<file path="src/nbl_pkg.sv">
`default_nettype none
package nbl_pkg;
	// ************************************************************
	// Timing, all at 100 MHz
	// ************************************************************
	localparam int NBL_CLK_NS = 10;
	localparam int NBL_TCLS_NS = 10;
	localparam int NBL_TWP_NS = 12;
	localparam int NBL_TWH_NS = 10;
	localparam int NBL_TADL_NS = 70;
	localparam int NBL_SETUP_CYC = (NBL_TCLS_NS + NBL_CLK_NS - 1) / NBL_CLK_NS;
	localparam int NBL_LOW_CYC = (NBL_TWP_NS + NBL_CLK_NS - 1) / NBL_CLK_NS;
	localparam int NBL_HIGH_CYC = (NBL_TWH_NS + NBL_CLK_NS - 1) / NBL_CLK_NS;
	localparam int NBL_ADL_CYC = (NBL_TADL_NS + NBL_CLK_NS - 1) / NBL_CLK_NS;

	// ************************************************************
	// Own register map, reset values and fields
	// ************************************************************
	localparam logic [7:0] NBL_OFS_CTRL = 8'h00;
	localparam logic [7:0] NBL_OFS_ADDR0 = 8'h04;
	localparam logic [7:0] NBL_OFS_ADDR1 = 8'h08;
	localparam logic [7:0] NBL_OFS_FEAT = 8'h0C;
	localparam logic [7:0] NBL_OFS_DATA = 8'h10;
	localparam logic [7:0] NBL_OFS_STAT = 8'h14;
	localparam int NBL_CTRL_START = 8;
	localparam int NBL_CTRL_WP = 16;
	localparam logic [7:0] NBL_FEAT_RST = 8'h38;
	localparam int NBL_PLANE_BIT = 18;

	// ************************************************************
	// Device command and feature bytes
	// ************************************************************
	localparam logic [7:0] NBL_CMD_PROG = 8'h80;
	localparam logic [7:0] NBL_CMD_PLANE = 8'h11;
	localparam logic [7:0] NBL_CMD_CONF = 8'h10;
	localparam logic [7:0] NBL_CMD_CACHE = 8'h15;
	localparam logic [7:0] NBL_CMD_RAND = 8'h85;
	localparam logic [7:0] NBL_CMD_ERASE = 8'h60;
	localparam logic [7:0] NBL_CMD_ER_PL = 8'hD1;
	localparam logic [7:0] NBL_CMD_ER_GO = 8'hD0;
	localparam logic [7:0] NBL_CMD_SETF = 8'hEF;
	localparam logic [7:0] NBL_CMD_GETF = 8'hEE;
	localparam logic [7:0] NBL_CMD_STAT = 8'h70;
	localparam logic [7:0] NBL_CMD_ESTAT = 8'h78;
	localparam logic [7:0] NBL_FADDR_PROT = 8'hA0;
	localparam logic [7:0] NBL_STAT_PROT = 8'h60;

	// Operations software may start
	localparam logic [3:0] NBL_OP_PROG = 4'h1;
	localparam logic [3:0] NBL_OP_CACHE = 4'h2;
	localparam logic [3:0] NBL_OP_PRAND = 4'h3;
	localparam logic [3:0] NBL_OP_ERASE = 4'h4;
	localparam logic [3:0] NBL_OP_SETF = 4'h5;
	localparam logic [3:0] NBL_OP_GETF = 4'h6;
	localparam logic [3:0] NBL_OP_STAT = 4'h7;
	localparam logic [3:0] NBL_OP_ESTAT = 4'h8;

	// Sequence step kinds
	typedef enum logic [2:0] {
		NBL_K_END, NBL_K_CMD, NBL_K_ADR, NBL_K_LIT, NBL_K_DAT, NBL_K_GAP, NBL_K_WAIT, NBL_K_RD
	} nbl_kind_t;

	// Bus cycle kinds for the pin driver
	typedef enum logic [1:0] {NBL_C_CMD, NBL_C_ADR, NBL_C_DIN, NBL_C_DOUT} nbl_cyc_t;
endpackage : nbl_pkg
`default_nettype wire

</file>
<file path="src/nbl_cycle.sv">
`default_nettype none
// One latch cycle on the flash pins: setup, strobe low, strobe high
module nbl_cycle import nbl_pkg::*; #(
	parameter int RD_LOW_CYC = 3
) (
	input wire logic pclk,
	input wire logic presetn,
	input wire logic start,
	input wire nbl_cyc_t kind,
	input wire logic [7:0] wbyte,
	input wire logic [7:0] io_in,
	output logic done,
	output logic [7:0] rbyte,
	output logic cle,
	output logic ale,
	output logic we_n,
	output logic re_n,
	output logic [7:0] io_out,
	output logic io_oe
);
	typedef enum logic [1:0] {NBL_P_IDLE, NBL_P_SET, NBL_P_LOW, NBL_P_HIGH} nbl_ph_t;
	nbl_ph_t ph_r;
	logic [3:0] cnt_r;
	logic rd_r;
	wire last = (cnt_r == 4'h0);

	// ************************************************************
	// Phase sequencer; latches hold until the strobe has risen
	// ************************************************************
	always_ff @(posedge pclk or negedge presetn) begin
		if (!presetn) begin
			ph_r <= NBL_P_IDLE;
			cnt_r <= 4'h0;
			rd_r <= 1'b0;
			done <= 1'b0;
			rbyte <= 8'h00;
			cle <= 1'b0;
			ale <= 1'b0;
			we_n <= 1'b1;
			re_n <= 1'b1;
			io_out <= 8'h00;
			io_oe <= 1'b0;
		end else begin
			done <= 1'b0;
			case (ph_r)
				NBL_P_IDLE: if (start) begin
					cle <= (kind == NBL_C_CMD);
					ale <= (kind == NBL_C_ADR);
					rd_r <= (kind == NBL_C_DOUT);
					io_out <= wbyte;
					io_oe <= (kind != NBL_C_DOUT); // Never fight the device on reads
					cnt_r <= 4'(NBL_SETUP_CYC - 1);
					ph_r <= NBL_P_SET;
				end
				NBL_P_SET: if (last) begin
					we_n <= rd_r;
					re_n <= !rd_r;
					cnt_r <= rd_r ? 4'(RD_LOW_CYC - 1) : 4'(NBL_LOW_CYC - 1);
					ph_r <= NBL_P_LOW;
				end else cnt_r <= cnt_r - 4'h1;
				NBL_P_LOW: if (last) begin
					we_n <= 1'b1;
					re_n <= 1'b1;
					if (rd_r) rbyte <= io_in;
					cnt_r <= 4'(NBL_HIGH_CYC - 1);
					ph_r <= NBL_P_HIGH;
				end else cnt_r <= cnt_r - 4'h1;
				default: if (last) begin
					cle <= 1'b0;
					ale <= 1'b0;
					io_oe <= 1'b0;
					done <= 1'b1;
					ph_r <= NBL_P_IDLE;
				end else cnt_r <= cnt_r - 4'h1;
			endcase
		end
	end
endmodule : nbl_cycle
`default_nettype wire

</file>
<file path="src/nbl_host.sv">
// Our own choices: the APB interface to the registers and the placing of the registers.
`default_nettype none
// What this block does
// - Host unprotects blocks with set-feature to address A0h plus protection byte.
// - Host drives write-protect high before any protection set-feature.
// - Both planes run the same operation type; no mixing.
// - Host gives the two planes differing plane-select address bits.
// - Host gives both planes identical page address bits.
// - Two-plane program: first plane 80h-11h, final plane 80h-10h.
// - Two-plane cache program: two-plane sequence closed with 80h-15h.
// - Two-plane erase: 60h-D1h for first block, 60h-D0h for second.
module nbl_host import nbl_pkg::*; #(
	parameter int DATA_BYTES = 2112,
	parameter int WB_CYC = 10,
	parameter int RD_LOW_CYC = 3
) (
	input wire logic pclk,
	input wire logic presetn,
	input wire logic psel,
	input wire logic penable,
	input wire logic pwrite,
	input wire logic [7:0] paddr,
	input wire logic [31:0] pwdata,
	output logic [31:0] prdata,
	output logic pready,
	output logic pslverr,
	output logic ce_n,
	output logic cle,
	output logic ale,
	output logic we_n,
	output logic re_n,
	output logic wp_n,
	output logic [7:0] io_out,
	output logic io_oe,
	input wire logic [7:0] io_in,
	input wire logic rb_n
);
	typedef enum logic [2:0] {NBL_S_IDLE, NBL_S_STEP, NBL_S_CYC, NBL_S_CNT, NBL_S_RB} nbl_st_t;

	// ************************************************************
	// Sequence table: one step is {kind, argument}
	// ************************************************************
	function automatic logic [10:0] st(input nbl_kind_t k, input logic [7:0] a);
		st = {k, a};
	endfunction : st

	function automatic logic [10:0] step(input logic [3:0] op, input logic [4:0] i);
		logic pr;
		pr = (op == NBL_OP_PRAND);
		step = st(NBL_K_END, 8'h00);
		if (op == NBL_OP_PROG || op == NBL_OP_CACHE || pr) begin
			case (i)
				5'd0: step = st(NBL_K_CMD, NBL_CMD_PROG);
				5'd1, 5'd2, 5'd3, 5'd4, 5'd5: step = st(NBL_K_ADR, 8'(i - 5'd1));
				5'd6, 5'd11: step = st(NBL_K_GAP, 8'h00);
				5'd7, 5'd12: step = st(NBL_K_DAT, 8'h00);
				5'd8: step = pr ? st(NBL_K_CMD, NBL_CMD_RAND) : st(NBL_K_GAP, 8'h00);
				5'd9, 5'd10: step = pr ? st(NBL_K_ADR, 8'(i - 5'd9)) : st(NBL_K_GAP, 8'h00);
				5'd13: step = st(NBL_K_CMD, NBL_CMD_PLANE);
				5'd14, 5'd24: step = st(NBL_K_WAIT, 8'h00);
				5'd15: step = st(NBL_K_CMD, NBL_CMD_PROG);
				5'd16, 5'd17, 5'd18, 5'd19, 5'd20: step = st(NBL_K_ADR, 8'h10 | 8'(i - 5'd16));
				5'd21: step = st(NBL_K_GAP, 8'h00);
				5'd22: step = st(NBL_K_DAT, 8'h00);
				// Cache variant closes with 15h; software ends the chain with a plain one
				5'd23: step = st(NBL_K_CMD, op == NBL_OP_CACHE ? NBL_CMD_CACHE : NBL_CMD_CONF);
				5'd25: step = st(NBL_K_CMD, NBL_CMD_STAT);
				5'd26: step = st(NBL_K_RD, 8'h00);
				default: step = st(NBL_K_END, 8'h00);
			endcase
		end else if (op == NBL_OP_ERASE) begin
			case (i)
				5'd0, 5'd6: step = st(NBL_K_CMD, NBL_CMD_ERASE);
				5'd1, 5'd2, 5'd3: step = st(NBL_K_ADR, 8'(i + 5'd1));
				5'd4: step = st(NBL_K_CMD, NBL_CMD_ER_PL);
				5'd5, 5'd11: step = st(NBL_K_WAIT, 8'h00);
				5'd7, 5'd8, 5'd9: step = st(NBL_K_ADR, 8'h10 | 8'(i - 5'd5));
				5'd10: step = st(NBL_K_CMD, NBL_CMD_ER_GO);
				5'd12: step = st(NBL_K_CMD, NBL_CMD_STAT);
				5'd13: step = st(NBL_K_RD, 8'h00);
				default: step = st(NBL_K_END, 8'h00);
			endcase
		end else if (op == NBL_OP_SETF) begin
			case (i)
				5'd0: step = st(NBL_K_CMD, NBL_CMD_SETF);
				5'd1: step = st(NBL_K_LIT, NBL_FADDR_PROT);
				5'd2: step = st(NBL_K_GAP, 8'h00);
				5'd3: step = st(NBL_K_DAT, 8'h01);
				5'd4, 5'd5, 5'd6: step = st(NBL_K_DAT, 8'h02);
				5'd7: step = st(NBL_K_WAIT, 8'h00);
				default: step = st(NBL_K_END, 8'h00);
			endcase
		end else if (op == NBL_OP_GETF) begin
			case (i)
				5'd0: step = st(NBL_K_CMD, NBL_CMD_GETF);
				5'd1: step = st(NBL_K_LIT, NBL_FADDR_PROT);
				5'd2: step = st(NBL_K_WAIT, 8'h00);
				5'd3: step = st(NBL_K_RD, 8'h01);
				default: step = st(NBL_K_END, 8'h00);
			endcase
		end else if (op == NBL_OP_STAT || op == NBL_OP_ESTAT) begin
			case (i)
				5'd0: step = st(NBL_K_CMD, op == NBL_OP_STAT ? NBL_CMD_STAT : NBL_CMD_ESTAT);
				5'd1: step = op == NBL_OP_STAT ? st(NBL_K_RD, 8'h00) : st(NBL_K_ADR, 8'h02);
				5'd2, 5'd3: step = op == NBL_OP_STAT ? st(NBL_K_END, 8'h00) : st(NBL_K_ADR, 8'(i + 5'd1));
				5'd4: step = op == NBL_OP_STAT ? st(NBL_K_END, 8'h00) : st(NBL_K_RD, 8'h00);
				default: step = st(NBL_K_END, 8'h00);
			endcase
		end
	endfunction : step

	// ************************************************************
	// Registers
	// ************************************************************
	logic [3:0] op_r;
	logic wp_r, busy_r, done_r;
	logic [28:0] addr0_r, addr1_r;
	logic [7:0] feat_r, data_r, stat_r, getf_r;
	nbl_st_t state_r;
	logic [4:0] idx_r;
	logic [15:0] cnt_r;
	logic [7:0] rd_dst_r;
	logic cyc_start_r;
	nbl_cyc_t cyc_kind_r;
	logic [7:0] cyc_byte_r;
	logic cyc_done;
	logic [7:0] cyc_rbyte;

	// Second-plane address: plane bit forced opposite, page copied, block kept
	wire [28:0] plane1_addr = {addr1_r[28:19], ~addr0_r[NBL_PLANE_BIT], addr0_r[17:12],
		addr1_r[11:0]};
	wire [10:0] cur = step(op_r, idx_r);
	wire nbl_kind_t cur_kind = nbl_kind_t'(cur[10:8]);
	wire [7:0] cur_arg = cur[7:0];
	wire [28:0] sel_addr = cur_arg[4] ? plane1_addr : addr0_r;
	wire [7:0] adr_byte = (cur_arg[2:0] == 3'd0) ? sel_addr[7:0] :
		(cur_arg[2:0] == 3'd1) ? {4'h0, sel_addr[11:8]} :
		(cur_arg[2:0] == 3'd2) ? sel_addr[19:12] :
		(cur_arg[2:0] == 3'd3) ? sel_addr[27:20] : {7'h00, sel_addr[28]};
	wire [7:0] dat_byte = (cur_arg == 8'h01) ? feat_r : (cur_arg == 8'h02) ? 8'h00 : data_r;

	// APB decode, zero-wait slave
	wire acc = psel && penable;
	wire wr = acc && pwrite;
	wire hit_ctrl = (paddr == NBL_OFS_CTRL);
	wire hit_a0 = (paddr == NBL_OFS_ADDR0);
	wire hit_a1 = (paddr == NBL_OFS_ADDR1);
	wire hit_feat = (paddr == NBL_OFS_FEAT);
	wire hit_data = (paddr == NBL_OFS_DATA);
	wire hit_stat = (paddr == NBL_OFS_STAT);
	wire mapped = hit_ctrl || hit_a0 || hit_a1 || hit_feat || hit_data || hit_stat;
	wire go = wr && hit_ctrl && pwdata[NBL_CTRL_START] && !busy_r;
	wire [31:0] rd_val = hit_ctrl ? {15'h0, wp_r, 7'h0, busy_r, 4'h0, op_r} :
		hit_a0 ? {3'h0, addr0_r} : hit_a1 ? {3'h0, addr1_r} :
		hit_feat ? {24'h0, feat_r} : hit_data ? {24'h0, data_r} :
		hit_stat ? {7'h0, (stat_r == NBL_STAT_PROT), getf_r, stat_r, 6'h0, done_r, busy_r} :
		32'h0;

	// ************************************************************
	// Register bus process
	// ************************************************************
	always_ff @(posedge pclk or negedge presetn) begin
		if (!presetn) begin
			prdata <= 32'h0;
			pready <= 1'b0;
			pslverr <= 1'b0;
			op_r <= 4'h0;
			wp_r <= 1'b0;
			addr0_r <= 29'h0;
			addr1_r <= 29'h0;
			feat_r <= NBL_FEAT_RST;
			data_r <= 8'h00;
		end else begin
			pready <= psel && !penable; // Answer lands on the first access cycle
			pslverr <= psel && !penable && !mapped;
			prdata <= (psel && !penable && !pwrite) ? rd_val : 32'h0;
			if (wr && hit_ctrl) wp_r <= pwdata[NBL_CTRL_WP];
			if (go) op_r <= pwdata[3:0];
			if (wr && hit_a0) addr0_r <= pwdata[28:0];
			if (wr && hit_a1) addr1_r <= pwdata[28:0];
			if (wr && hit_feat) feat_r <= pwdata[7:0];
			if (wr && hit_data) data_r <= pwdata[7:0];
		end
	end

	// ************************************************************
	// Sequencer; one op at a time so both planes share a type
	// ************************************************************
	always_ff @(posedge pclk or negedge presetn) begin
		if (!presetn) begin
			state_r <= NBL_S_IDLE;
			idx_r <= 5'h0;
			cnt_r <= 16'h0;
			busy_r <= 1'b0;
			done_r <= 1'b0;
			stat_r <= 8'h00;
			getf_r <= 8'h00;
			rd_dst_r <= 8'h00;
			cyc_start_r <= 1'b0;
			cyc_kind_r <= NBL_C_CMD;
			cyc_byte_r <= 8'h00;
			ce_n <= 1'b1;
			wp_n <= 1'b0;
		end else begin
			cyc_start_r <= 1'b0;
			wp_n <= wp_r || busy_r; // Raised one cycle after ce_n falls, ahead of the first cycle
			case (state_r)
				NBL_S_IDLE: if (go) begin
					busy_r <= 1'b1;
					done_r <= 1'b0;
					idx_r <= 5'h0;
					ce_n <= 1'b0;
					state_r <= NBL_S_STEP;
				end
				NBL_S_STEP: begin
					idx_r <= idx_r + 5'h1;
					cnt_r <= 16'(DATA_BYTES - 1);
					// A wait step is marked here; the index has already moved on by the count
					rd_dst_r <= (cur_kind == NBL_K_WAIT) ? 8'hFF : cur_arg;
					cyc_byte_r <= (cur_kind == NBL_K_ADR) ? adr_byte :
						(cur_kind == NBL_K_DAT) ? dat_byte : cur_arg;
					cyc_kind_r <= (cur_kind == NBL_K_CMD) ? NBL_C_CMD :
						(cur_kind == NBL_K_DAT) ? NBL_C_DIN :
						(cur_kind == NBL_K_RD) ? NBL_C_DOUT : NBL_C_ADR;
					case (cur_kind)
						NBL_K_END: begin
							busy_r <= 1'b0;
							done_r <= 1'b1;
							ce_n <= 1'b1;
							state_r <= NBL_S_IDLE;
						end
						NBL_K_GAP: begin
							cnt_r <= 16'(NBL_ADL_CYC - 1);
							state_r <= NBL_S_CNT;
						end
						NBL_K_WAIT: begin // Busy low can last up to 2.5 us on a reject
							cnt_r <= 16'(WB_CYC - 1);
							state_r <= NBL_S_CNT;
						end
						default: begin
							if (cur_kind == NBL_K_DAT && cur_arg != 8'h00) cnt_r <= 16'h0;
							if (cur_kind != NBL_K_DAT) cnt_r <= 16'h0;
							cyc_start_r <= 1'b1;
							state_r <= NBL_S_CYC;
						end
					endcase
					if (cur_kind == NBL_K_WAIT || cur_kind == NBL_K_GAP) idx_r <= idx_r + 5'h1;
				end
				NBL_S_CYC: if (cyc_done) begin
					if (cyc_kind_r == NBL_C_DOUT && rd_dst_r == 8'h00) stat_r <= cyc_rbyte;
					if (cyc_kind_r == NBL_C_DOUT && rd_dst_r == 8'h01) getf_r <= cyc_rbyte;
					if (cnt_r == 16'h0) state_r <= NBL_S_STEP;
					else begin
						cnt_r <= cnt_r - 16'h1; // Page data burst repeats the data byte
						cyc_start_r <= 1'b1;
					end
				end
				NBL_S_CNT: if (cnt_r == 16'h0) begin
					state_r <= (rd_dst_r == 8'hFF) ? NBL_S_RB : NBL_S_STEP;
				end else cnt_r <= cnt_r - 16'h1;
				default: if (rb_n) state_r <= NBL_S_STEP; // Ready again
			endcase
		end
	end

	// ************************************************************
	// Pin driver
	// ************************************************************
	nbl_cycle #(.RD_LOW_CYC(RD_LOW_CYC)) u_cyc (
		.pclk(pclk),
		.presetn(presetn),
		.start(cyc_start_r),
		.kind(cyc_kind_r),
		.wbyte(cyc_byte_r),
		.io_in(io_in),
		.done(cyc_done),
		.rbyte(cyc_rbyte),
		.cle(cle),
		.ale(ale),
		.we_n(we_n),
		.re_n(re_n),
		.io_out(io_out),
		.io_oe(io_oe)
	);
endmodule : nbl_host
`default_nettype wire

</file>
<file path="config.mk">
export PLATFORM = sky130hd
export DESIGN_NAME = nbl_host
export DESIGN_NICKNAME = d
export VERILOG_FILES = /design/src/nbl_pkg.sv /design/src/nbl_cycle.sv /design/src/nbl_host.sv
export SDC_FILE = /design/constraint.sdc
export NUM_CORES = 1
export LEC_CHECK = 0
export ABC_AREA = 1
export BUFFER_PORTS_ARGS = -buffer_cell sky130_fd_sc_hd__buf_2
export CORE_ASPECT_RATIO = 1.4
export CORE_MARGIN = 4
export CORE_UTILIZATION = 54
export DETAILED_ROUTE_END_ITERATION = 8
export PLACE_DENSITY_LB_ADDON = 0.2
export RECOVER_POWER = 100
export SYNTH_ARGS = -nofsm -noshare
export SYNTH_HDL_FRONTEND = slang
export SYNTH_HIERARCHICAL = 1
export SYNTH_SLANG_ARGS = --single-unit
</file>
<file path="constraint.sdc">
create_clock -name pclk -period 2.52 [get_ports pclk]
set_clock_uncertainty 0.1 [all_clocks]
set_input_delay 0.252 -clock pclk [delete_from_list [all_inputs] [get_ports pclk]]
set_output_delay 0.252 -clock pclk [all_outputs]
set_load 0.005 [all_outputs]
</file>
* Word-level counts from Yosys, hierarchy flattened *
Memory sizes are Yosys's and may differ from the RTL's.
Index checks and enable logic that the tools add are counted.

word-level totals
  output and inout bits = 49
  memory bits (writable) = 0
  memories = 1
  flip-flop bits (word level) = 202
  input bits = 54
  ROM bits = 80
  bits in latches = 0
  logic and storage cells = 277

operators by class
  order comparisons = 0
  bitwise operators = 2
  divide/modulo/power cells = 0
  multipliers = 0
  reductions and logical operators = 74
  shifts and indexed selects = 0
  mux-type cells = 88
  equal/unequal tests = 71
  add/subtract/negate cells = 8

memory list
  memory            words  width  read ports  clocked after memory_dff  wr ports  line            source
  (name not given)  8      10     1           0                         0         nbl_host.sv:84  case (i)

operators with widths
  kind                                                                    number
  29-bit two-way mux                                                      5
  11-bit one-hot mux with 12 select lines                                 1
  11-bit two-way mux                                                      10
  16-bit one-hot mux with 3 select lines                                  2
  11-bit one-hot mux with 4 select lines                                  2
  11-bit one-hot mux with 8 select lines                                  1
  25-bit two-way mux                                                      3
  8-bit two-way mux                                                       9
  5-bit equality test (second input constant)                             11
  16-bit two-way mux                                                      3
  5-bit by 4-bit equality test with 1-bit output (second input constant)  8
  3-bit two-way mux                                                       7
  5-bit by 3-bit equality test with 1-bit output (second input constant)  4
  4-bit two-way mux                                                       5
  3-bit AND reduction                                                     6
  3-bit OR reduction                                                      6
  4-bit by 3-bit equality test with 1-bit output (second input constant)  4
  8-bit by 1-bit equality test with 1-bit output (second input constant)  2
  8-bit by 4-bit equality test with 1-bit output (second input constant)  2
  8-bit by 5-bit equality test with 1-bit output (second input constant)  2
  16-bit logical NOT                                                      1
  8-bit logical NOT                                                       2
  1-bit two-way mux                                                       16
  2-bit two-way mux                                                       8
  52 further kinds                                                        123

* Depth between registers and ports, before layout *
Gate-level depths: netlist of the first run.

  depth after elaboration = 14
  gate-level depth with buffers = 22
  mapped depth without buffers = 22

* By module *
The synthesis of the first run kept the hierarchy.

modules (own cells, without submodules)
  module     cells each  times used  area an instance (um^2)
  nbl_host   1,333       1           9,855.7
  nbl_cycle  157         1           1,428.9

* Least setup slack after synthesis of the first run *
No wires, ideal clock.

  path type = register to register
  start = register idx_r[1]
  end = register cyc_byte_r[6]
  slack = -0.142 ns
  stages on the path, launching flop included = 22
  arrival = 2.445 ns
  period minus slack after synthesis = 2.662 ns
  required time = 2.304 ns
  library setup time = 0.116 ns
  path through = dfrtp_1 -> inv_1 -> ha_1 -> inv_1 -> nor2_2 -> nand2_4 -> nand2_4 -> nand2_1 -> nand3_2 -> nand2_1 -> nand2_1 -> nand2_1 -> nand2_4 -> nand2_4 -> nor2_8 -> nand2_4 -> buf_6 -> or2_0 -> nand3_1 -> nand2_1 -> nand2_1 -> nand2_1

on the way
  word-level cells in the longest chain between the ends = 14
  elaborated cells between the ends (all ways) = 74
  those cells by class = add/sub (5); eq/ne (33); mux (21); reduce/logical (14); memory (1)

ends and longest elaborated chain
  item                                                                                                      line                              source
  start, declared                                                                                           nbl_host.sv:120                   logic [4:0] idx_r;
  start signal, assigned                                                                                    nbl_host.sv:216                   idx_r <= idx_r + 5'h1;
  start signal, assigned                                                                                    nbl_host.sv:247                   if (cur_kind == NBL_K_WAIT || cur_kind == NBL_K_GAP) idx_r <= idx_r + 5'h1;
  5-bit by 1-bit adder with 6-bit output or 5-bit by 2-bit equality test with 1-bit output (tied branches)  --
  10-bit two-way mux or 2-bit OR reduction (tied branches)                                                  nbl_host.sv:105, nbl_host.sv:102
  11-bit one-hot mux with 4 select lines                                                                    nbl_host.sv:102                   case (i)
  11-bit two-way mux                                                                                        nbl_host.sv:101                   end else if (op == NBL_OP_STAT || op == NBL_OP_ESTAT) begin
  11-bit two-way mux                                                                                        nbl_host.sv:93                    end else if (op == NBL_OP_GETF) begin
  11-bit two-way mux                                                                                        nbl_host.sv:83                    end else if (op == NBL_OP_SETF) begin
  11-bit two-way mux                                                                                        nbl_host.sv:71                    end else if (op == NBL_OP_ERASE) begin
  11-bit two-way mux *                                                                                      nbl_host.sv:51                    if (op == NBL_OP_PROG || op == NBL_OP_CACHE || pr) begin
  3-bit by 2-bit equality test with 1-bit output or 29-bit two-way mux (tied branches)                      nbl_host.sv:139, nbl_host.sv:135
  8-bit two-way mux                                                                                         nbl_host.sv:139                   (cur_arg[2:0] == 3'd3) ? sel_addr[27:20] : {7'h00, sel_addr[28]};
  8-bit two-way mux                                                                                         nbl_host.sv:138                   (cur_arg[2:0] == 3'd2) ? sel_addr[19:12] :
  8-bit two-way mux                                                                                         nbl_host.sv:137                   (cur_arg[2:0] == 3'd1) ? {4'h0, sel_addr[11:8]} :
  8-bit two-way mux                                                                                         nbl_host.sv:136                   wire [7:0] adr_byte = (cur_arg[2:0] == 3'd0) ? sel_addr[7:0] :
  8-bit two-way mux *                                                                                       nbl_host.sv:220                   cyc_byte_r <= (cur_kind == NBL_K_ADR) ? adr_byte :
  end signal, assigned                                                                                      nbl_host.sv:220
  end, declared                                                                                             nbl_host.sv:125                   logic [7:0] cyc_byte_r;

Mark *: on every way between the ends. The rest lies on a longest branch, timed or not.
A chain may end at the register's enable or synchronous reset.

* Worst setup path in the final report of the first run *
  start = register idx_r[1]
  end = register cyc_byte_r[0]

Same word-level chain as after synthesis.

==> flow_summary.yaml, run 1 <==
global_routing:
  overflow: 0
  antenna_found_initial: 0
  track_usage_pct: 31.75
  grt_pass1_vias: 11510
  grt_start_max_net_pins: 62
  grt_pass1_wl_mm: 58.36
synthesis:
  ys_seq_area_share_pct: 44.86
  synth_top_family_by_area: "simple AND/OR/NAND/NOR gates"
  syn_area_per_cell_um2: 7.574
  synthAdderAreaFrac_pct: 1.552
  synth_top_cell_by_area: "dfrtp_1"
  synth.area.mux_share_pct: 0.7983
  synth_area_leaders: "dfrtp_1 43%, nand2_1 13%, o21ai_0 6.1%"
  synth-compound-area-share_pct: 14.27
  yosys_warnings: 6
  synth_simple_gate_area_share_pct: 29.39
  postSynthCellCount: 1490
  synth_edf_count: 0
  synth-xor-area-share_pct: 0.3105
  ys.flop_type: "dfrtp_1"
  async_reset_ff_share_pct: 100.0
  synth_seq_cells: 202
  synth_top_area_share_pct: 43.46
  yosysUniqueCellTypes: 55
  syn-cell-area_um2: 11280
sta:
  maxSlewViolCount: 62
  slew_headroom_pct: -7.776
  setup_ws_ps: -217.2
  fmax_mhz: 365.3
  setup_viol: 18
  min_period_ps: 2737
  fin_setup_tns_ps: -2201
  period_share_pct: 108.6
  tightest_slew_ps: 1617
  rsz0062_at_grt: "true"
  finalHoldViolCount: 0
status:
  failed_checks: "capacitance limit, slew limit, setup timing"
  status: "finished with violations"
floorplanning:
  fp.coreArea_um2: 20560
  rows: 62
  ios: 103
  fp.dieArea_um2: 23310
  start_util_pct: 54.89
  die_x_um: 130.2
  die_h_um: 179.0
power_and_ir_drop:
  irDropWorstVdd_mv: 0.5253
  p_leak_nw: 7.707
  power_density_nw_per_um2: 792.2
critical_path:
  end_kind: "flop"
  crit_arrival_ps: 3080
  critPathMaxStageDelay_ps: 470
  crit_buf_inv: 4
  required_ps: 2860
  path_cells: "inv_4 > ha_4 > inv_2 > nor2_4 > nand2_4 > nand2_8 > nand2_1 > nand3_2 > nand2_1 > nand2_1 > nand2_2 > nand2_8 > nand2_4 > nor2_8 > buf_6 > nand3_1 > nand2_1 > inv_1 > nand2_2 > nand2_1 > a21oi_2"
  crit_fanout: 7
  cp_slowest_cell: "dfrtp_2"
  start_kind: "flop"
  crit_family: "simple AND/OR/NAND/NOR gates"
  cp_common_cell: "nand2_1"
  crit_type: "reg -> reg"
route:
  vias_per_cell: 5.617
  vias: 11590
  drc_errors: 0
  dr.first_iter.drc_count: 965
  first_pass_iters: 6
  ant_nets: 0
  totalWireLength_mm: 36.92
  wire_per_inst_um: 17.90
placed_design:
  globalplace.congestion: 0.9473
  dp_cells: 1952
  placedInstanceArea_um2: 13180
  port-buffer-count: 96
  post-place-ws_ps: -374.0
  hpwl_mm: 26.55
cells_and_area:
  design_area_um2: 15050
  diodes: 0
  final_cell_count_no_fill: 2063
  nets: 1859
  area_growth_pct: 33.41
  drive_gt1_share_pct: 26.23
  fill_cells: 1602
job:
  maxCapViolations: 1
clock_network:
  clk_pin_slew_ps: 60
  clock_latency_ps: 520
  clockBufferDepth: 3
  h-tree-depth: 1
  cts_tree: "yes"
  cts_made_buffers: 22
  cts_root_buf: "clkbuf_16"
  cts_sinks: 202
hold_path:
  min_path_type: "in -> reg"
[layout make-up]
class / instances / area, µm² / area share, %
Clock inverter: 14 / 190.2 / 1.263
Timing Repair inverter: 1 / 8.758 / 0.05818
Clock buffer: 26 / 575.6 / 3.823
Timing Repair Buffer: 320 / 2310 / 15.34
Sequential cell: 202 / 5065 / 33.64
Tap cell: 256 / 320.3 / 2.128
Multi-Input combinational cell: 1046 / 5807 / 38.57
Inverter: 198 / 778.2 / 5.170
[metal layers]
metal | share of wire, % | global-route usage, % | up-vias
li1 | - | - | 5447
met1 | 37 | 36.99 | 5425
met5 | 0 | 0 | -
met4 | 6.6 | 18.15 | 0
met2 | 50 | 55.52 | 524
met3 | 5.4 | 4.143 | 191
[tightest hold or removal path: cells and delay by family]
family,cells,cell delay (ps)
buffers and inverters,2,160
and+or+nand+nor,3,200
[power breakdown]
part	leakage, nW	switching [W]	internal [W]	total, W
Sequential	2.64	0.000286	0.00359	0.00387
Combinational	4.69	0.00273	0.00190	0.00463
Clock	0.374	0.00137	0.00206	0.00343
Total	7.71	0.00438	0.00754	0.0119
[cells in the mapped netlist, types with 7 or more instances]
| master | instances |
|---|---|
| dfrtp_1 | 196 |
| o21ai_0 | 138 |
| inv_1 | 182 |
| nand2_1 | 404 |
| nand3_1 | 107 |
| a22oi_1 | 9 |
| clkbuf_1 | 32 |
| ha_1 | 14 |
| o21ai_2 | 10 |
| nand2_4 | 9 |
| mux2_2 | 8 |
| o21ai_1 | 8 |
| nor2_1 | 122 |
| o211ai_1 | 18 |
| inv_2 | 10 |
| nand4_1 | 27 |
| nor2_2 | 7 |
| nand2_2 | 18 |
| nor3_1 | 10 |
| a21oi_1 | 58 |
| a21boi_1 | 7 |
[cell families after synthesis]
kind of cell,count (synthesis)
AO/OA/AOI/OAI,278
AND/OR/NAND/NOR,738
flip-flops,202
adder cells (fa/ha/maj),14
multiplexers,8
XOR/XNOR,4
other,1
buffers and inverters,245
[timing repair]
action                                  4_1_cts  5_1_grt
setup buffers                                18        9
hold endpoints to repair                    138        0
gates resized for setup                      99       75
hold buffers                                 41        0
pin swaps                                    47       51
gates cloned                                  1        2
endpoints found under the setup margin       30       33
[cells in the final DEF, fill, tap and decap left out, types with 21 or more instances in the layout]
| master | netlist | final |
|---|---|---|
| o21ai_0 | 138 | 148 |
| clkbuf_1 | 32 | 42 |
| dfrtp_1 | 196 | 194 |
| nand2_1 | 404 | 361 |
| nand3_2 | 3 | 21 |
| a21oi_1 | 58 | 50 |
| clkbuf_16 | 0 | 23 |
| nand3_1 | 107 | 88 |
| dlygate4sd3_1 | 0 | 41 |
| inv_1 | 182 | 175 |
| buf_4 | 3 | 143 |
| nor2_1 | 122 | 105 |
| nand2_2 | 18 | 47 |
| nand4_1 | 27 | 27 |
| buf_2 | 6 | 63 |
[worst paths after layout]
path                                            start                        end  slack, ps  cells past startpoint
worst max-delay path             idx_r[1]$_DFFE_PN0P_  cyc_byte_r[0]$_DFFE_PN0P_       -220                     21
worst min-delay path                             psel          pslverr$_DFF_PN0_         30                      5
worst max register to register   idx_r[1]$_DFFE_PN0P_  cyc_byte_r[0]$_DFFE_PN0P_       -220                     21
worst min register to register  u_cyc/cle$_DFFE_PN0P_      u_cyc/cle$_DFFE_PN0P_        380                      2
max in group asynchronous                     presetn    addr0_r[11]$_DFFE_PN0P_        220                      3
min in group asynchronous                     presetn    addr0_r[25]$_DFFE_PN0P_        570                      2
[flip-flops by register name (all words and copies together) (netlist names), 16 cells and up]
signal and count:
addr0_r 29, addr1_r 29, prdata 29, cnt_r 16
[stage by stage]
step	hold WS (ps)	power, W	utilization, %
6_report	32.09	0.01193	73.23
2_1_floorplan	-143.6	0.006304	-
3_5_place_dp	183.8	0.007938	64.09
4_1_cts	15.92	0.01176	72.23
3_3_place_gp	178.4	0.007886	64.09
5_1_grt	69.49	0.01253	73.23
No activity file was read; power rests on OpenSTA's default activity.
==> run 2: changes to the inputs <==
==> constraint.sdc (replaced) <==
create_clock -name pclk -period 2.4 [get_ports pclk]
set_clock_uncertainty 0.1 [all_clocks]
set_input_delay 0.24 -clock pclk [delete_from_list [all_inputs] [get_ports pclk]]
set_output_delay 0.24 -clock pclk [all_outputs]
set_load 0.005 [all_outputs]
==> flow_summary.yaml, run 2 (synthesis results as in run 1) <==
power_and_ir_drop:
  power_density_nw_per_um2: 818.2
  cell_internal_pwr_w: 0.007660
  p_comb_share_pct: 39.4
  p_sw_w: 0.004575
  seqPwrFrac_pct: 33.3
  netSwitchingFraction_pct: 37.39
  power_frac_clock_pct: 27.3
  irDropWorstVdd_mv: 0.5671
  p_leak_nw: 7.684
critical_path:
  timing.rr.start: "idx_r[0]$_DFFE_PN0P_"
  crit_buf_inv: 5
  end_kind: "flop"
  r2r_cells: 17
  worstSetupStartpoint: "idx_r[0]$_DFFE_PN0P_"
  path_cells: "clkinv_4 > ha_4 > xnor2_4 > inv_1 > nand3_1 > nand4_4 > a21oi_4 > buf_6 > nand2_2 > nor2_2 > buf_6 > nand2_1 > nand3_2 > nand2_1 > nand3_2 > nand2_1 > inv_1"
  critPathMaxStageDelay_ps: 440
  required_ps: 2750
  crit_type: "reg -> reg"
  crit_fanout: 7
  cp.depth: 17
  crit_family: "simple AND/OR/NAND/NOR gates"
  cp_slowest_cell: "dfrtp_2"
  crit_arrival_ps: 3110
  start_kind: "flop"
  cp_common_cell: "nand2_1"
placed_design:
  placedInstanceArea_um2: 13250
  port-buffer-count: 96
  globalplace.congestion: 0.9909
  post-place-ws_ps: -483.5
  hpwl_mm: 26.25
floorplanning:
  fp.coreArea_um2: 20560
  rows: 62
  die_h_um: 179.0
  ios: 103
  fp.dieArea_um2: 23310
  die_x_um: 130.2
  start_util_pct: 54.89
global_routing:
  overflow: 0
  grt_start_max_net_pins: 71
  grt_pass1_vias: 11520
  antenna_found_initial: 0
  grt_pass1_wl_mm: 58.22
  track_usage_pct: 31.62
sta:
  tightest_slew_ps: 1784
  fin_setup_tns_ps: -5948
  fmax_mhz: 363.2
  slew_headroom_pct: -18.97
  setup_ws_ps: -353.3
  min_period_ps: 2753
  rsz0062_at_grt: "true"
  setup_viol: 29
  period_share_pct: 114.7
  maxSlewViolCount: 71
  finalHoldViolCount: 0
cells_and_area:
  diodes: 0
  biggestRegsByFlops: "addr0_r x29, addr1_r x29, prdata x29"
  design_area_um2: 14950
  mostFrequentLayoutCells: "370 x nand2_1, 192 x dfrtp_1, 175 x inv_1"
  nets: 1861
  drive_gt1_share_pct: 26.55
  area_growth_pct: 32.52
  final_common_cell: "nand2_1"
hold_path:
  hp-start: "psel"
  worstHoldPathCells: 5
  min_path_type: "in -> reg"
status:
  failed_checks: "capacitance limit, slew limit, setup timing"
  status: "finished with violations"
clock_network:
  cts_tree: "yes"
  clockBufferDepth: 3
  cts_sinks: 202
  clk_pin_slew_ps: 60
  cts_root_buf: "clkbuf_16"
  h-tree-depth: 1
  clock_latency_ps: 510
  cts_made_buffers: 21
route:
  vias_per_cell: 5.572
  first_pass_iters: 7
  wire_per_inst_um: 17.83
  vias: 11500
  ant_nets: 0
  drc_errors: 0
  totalWireLength_mm: 36.81
  dr.first_iter.drc_count: 1063
job:
  maxCapViolations: 1
[run 2: cell types whose count changed in the layout (fill, tap and decap cells not counted), moves of 7 or more]
cell and delta:
buf_4 +9, nand2_1 +9, nand2_2 -8, nor2_2 +12
nor2_4 -7, o21ai_0 -7
[run 2: stage by stage]
step | utilization (%) | cells | total power, W | hold WS [ps]
6_report | 72.75 | 2064 | 0.01223 | 56.63
5_1_grt | 72.75 | 2064 | 0.01290 | 100.1
4_1_cts | 71.51 | 2049 | 0.01189 | 36.24
3_5_place_dp | 64.44 | 1956 | 0.008271 | 188.6
3_3_place_gp | 64.44 | 1956 | 0.008227 | 186.5
2_1_floorplan | - | 1492 | 0.006629 | -155.6
[run 2: worst reg2reg max path: cells and delay by family, from the launching register on]
family	cells	cell delay, ps
simple gates	9	870
compound gates	1	290
buf+inv	5	570
flops	1	440
fa+ha+maj	1	200
xor+xnor	1	220
[run 2: final timing paths]
| path | slack [ps] | to |
|---|---|---|
| min | 60 | pslverr$_DFF_PN0_ |
| max | -350 | cyc_byte_r[5]$_DFFE_PN0P_ |
| min reg2reg | 390 | u_cyc/rbyte[2]$_DFFE_PN0P_ |
| max reg2reg | -350 | cyc_byte_r[5]$_DFFE_PN0P_ |
| min in group asynchronous | 650 | idx_r[0]$_DFFE_PN0P_ |
| max in group asynchronous | 240 | ce_n$_DFFE_PN1P_ |
[run 2: power groups by stage]
stage | combinational, W | sequential [W] | clock, W
floorplan | 0.00259 | 0.00404 | 0
global placement | 0.00411 | 0.00411 | 0
detailed placement | 0.00414 | 0.00413 | 0
CTS | 0.00445 | 0.00407 | 0.00337
global route | 0.00528 | 0.00411 | 0.00351
finish | 0.00482 | 0.00407 | 0.00334
[run 2: area by class of cell]
type,count,area [µm²]
repair buffers,325,2344
clock inverters,8,103.9
flip-flops and latches,202,5067
inverters,198,768.2
well taps,256,320.3
fillers,1639,5603
multi-input cells,1045,5762
clock buffers,30,589.3
[run 2: per-layer routing]
layer / vias to the layer above / part of all wire (%) / track usage, % / routed length, µm
met5: - / 0 / 0 / 0
met4: 0 / 5.5 / 15.90 / 2027
met3: 125 / 5.3 / 3.696 / 1943
met2: 486 / 51 / 55.89 / 18900
met1: 5450 / 38 / 37.56 / 13940
li1: 5439 / - / - / -
[run 2: what timing repair did]
item	in CTS	in global routing
setup endpoints to repair	31	32
pin swaps	36	43
hold buffers	41	0
resized for setup	70	89
endpoints found under the hold margin	140	0
buffers inserted	16	15
==> run 3: changes to the inputs <==
--- a/config.mk
+++ b/config.mk
@@ -13,6 +13,7 @@
 export DETAILED_ROUTE_END_ITERATION = 8
 export PLACE_DENSITY_LB_ADDON = 0.2
 export RECOVER_POWER = 100
+export REMOVE_ABC_BUFFERS = 1
 export SYNTH_ARGS = -nofsm -noshare
 export SYNTH_HDL_FRONTEND = slang
 export SYNTH_HIERARCHICAL = 1
==> flow_summary.yaml, run 3 (synthesis results as in run 1) <==
floorplanning:
  start_util_pct: 54.89
  fp.dieArea_um2: 23310
  ios: 103
  die_x_um: 130.2
  die_h_um: 179.0
  rows: 62
  fp.coreArea_um2: 20560
placed_design:
  globalplace.congestion: 1.014
  port-buffer-count: 96
  hpwl_mm: 27.28
  dp_cells: 1959
sta:
  rsz0062_at_grt: "true"
  finalHoldViolCount: 0
  slew_headroom_pct: -1.457
  tightest_slew_ps: 1522
  min_period_ps: 2785
  setup_ws_ps: -385.2
  fmax_mhz: 359.0
  period_share_pct: 116.0
  fin_setup_tns_ps: -7988
  maxSlewViolCount: 59
  setup_viol: 30
route:
  vias_per_cell: 5.606
  wire_per_inst_um: 17.97
  drc_errors: 0
  ant_nets: 0
  totalWireLength_mm: 36.90
  dr.first_iter.drc_count: 1090
  vias: 11520
  first_pass_iters: 6
status:
  status: "finished with violations"
  failed_checks: "capacitance limit, slew limit, setup timing"
job:
  maxCapViolations: 1
critical_path:
  end_kind: "flop"
  crit_type: "reg -> reg"
  crit_fanout: 6
  required_ps: 2750
  crit_arrival_ps: 3130
  r2r_setup_slack_ps: -390
  start_kind: "flop"
global_routing:
  antenna_found_initial: 0
  grt_pass1_wl_mm: 58.35
  grt_pass1_vias: 11560
  track_usage_pct: 31.67
  overflow: 0
  grt_start_max_net_pins: 59
clock_network:
  cts_tree: "yes"
  h-tree-depth: 1
  clock_latency_ps: 510
  cts_made_buffers: 21
  clockBufferDepth: 3
  clk_pin_slew_ps: 70
  cts_sinks: 202
  cts_root_buf: "clkbuf_16"
cells_and_area:
  diodes: 0
  fill_cells: 1652
  area_growth_pct: 30.80
  biggestRegsByFlops: "addr0_r x29, addr1_r x29, prdata x29"
  nets: 1851
  mostFrequentLayoutCells: "390 x nand2_1, 194 x dfrtp_1, 174 x inv_1"
  final_cell_count_no_fill: 2054
  final_common_cell: "nand2_1"
  drive_gt1_share_pct: 23.64
power_and_ir_drop:
  irDropWorstVdd_mv: 0.6519
  power_density_nw_per_um2: 825.9
  p_leak_nw: 7.552
hold_path:
  min_path_type: "in -> reg"
[run 3: routing by layer]
metal  part of all wire, %  global-route usage (%)  wire, µm
met1                    36                   34.90     13420
met2                    52                   58.35     19260
met3                   5.1                   4.054      1866
met4                   6.4                   16.68      2355
met5                     0                       0         0
[run 3: worst paths after layout]
check,from,to,depth (start not counted)
worst min register to register,done_r$_DFFE_PN0P_,done_r$_DFFE_PN0P_,2
max in group asynchronous,presetn,addr1_r[19]$_DFFE_PN0P_,3
worst max-delay path,idx_r[0]$_DFFE_PN0P_,cyc_byte_r[3]$_DFFE_PN0P_,17
worst min-delay path,pwrite,prdata[8]$_DFF_PN0_,4
min in group asynchronous,presetn,cnt_r[10]$_DFFE_PN0P_,2
worst max register to register,idx_r[0]$_DFFE_PN0P_,cyc_byte_r[3]$_DFFE_PN0P_,17
[run 3: area by class of cell]
class | count | area [µm²] | share of cell area [%]
clock inverters | 9 | 126.4 | 0.8561
well taps | 256 | 320.3 | 2.170
flip-flops and latches | 202 | 5065 | 34.31
multi-input cells | 1045 | 5604 | 37.97
inverters | 198 | 764.5 | 5.179
repair buffers | 315 | 2275 | 15.41
clock buffers | 29 | 605.6 | 4.103
[run 3: through the flow]
step	setup WS [ps]	utilization, %	hold slack, ps	instance area (µm²)	power [W]
floorplan	-580.4	-	-155.6	11050	0.006412
global placement	-627.4	64.35	151.2	13230	0.008251
detailed placement	-635.6	64.35	155.5	13230	0.008259
CTS	-376.5	71.70	5.649	14740	0.01205
global route	-487.5	71.80	48.47	14760	0.01282
finish	-385.2	71.80	25.99	14760	0.01219
[run 3: worst max-delay path: stages (launching register included)]
cell,delay (ps)
dfrtp_2,480
inv_4,110
ha_2,270
nand2_4,110
nor2_2,190
nand2_1,130
nand3_1,90
nand2_1,50
nand2_1,60
nand2_1,80
nand3_1,120
nand2_2,110
nand2_1,140
nor2_4,60
buf_4,150
o21ai_0,230
nand2_1,130
a21oi_2,140
[run 3: repair_timing]
item,in CTS,in global routing
hold buffers,40,0
pin swaps,27,39
setup buffers,14,4
hold endpoints to repair,125,0
setup endpoints to repair,31,33
resized for setup,77,60
[run 3: power breakdown]
| group | leakage, nW | switching (W) | internal (W) | total, W |
|---|---|---|---|---|
| combinational | 4.55 | 0.00279 | 0.00191 | 0.00470 |
| clock | 0.361 | 0.00135 | 0.00209 | 0.00344 |
| sequential | 2.64 | 0.000287 | 0.00377 | 0.00405 |
| total | 7.55 | 0.00443 | 0.00776 | 0.0122 |
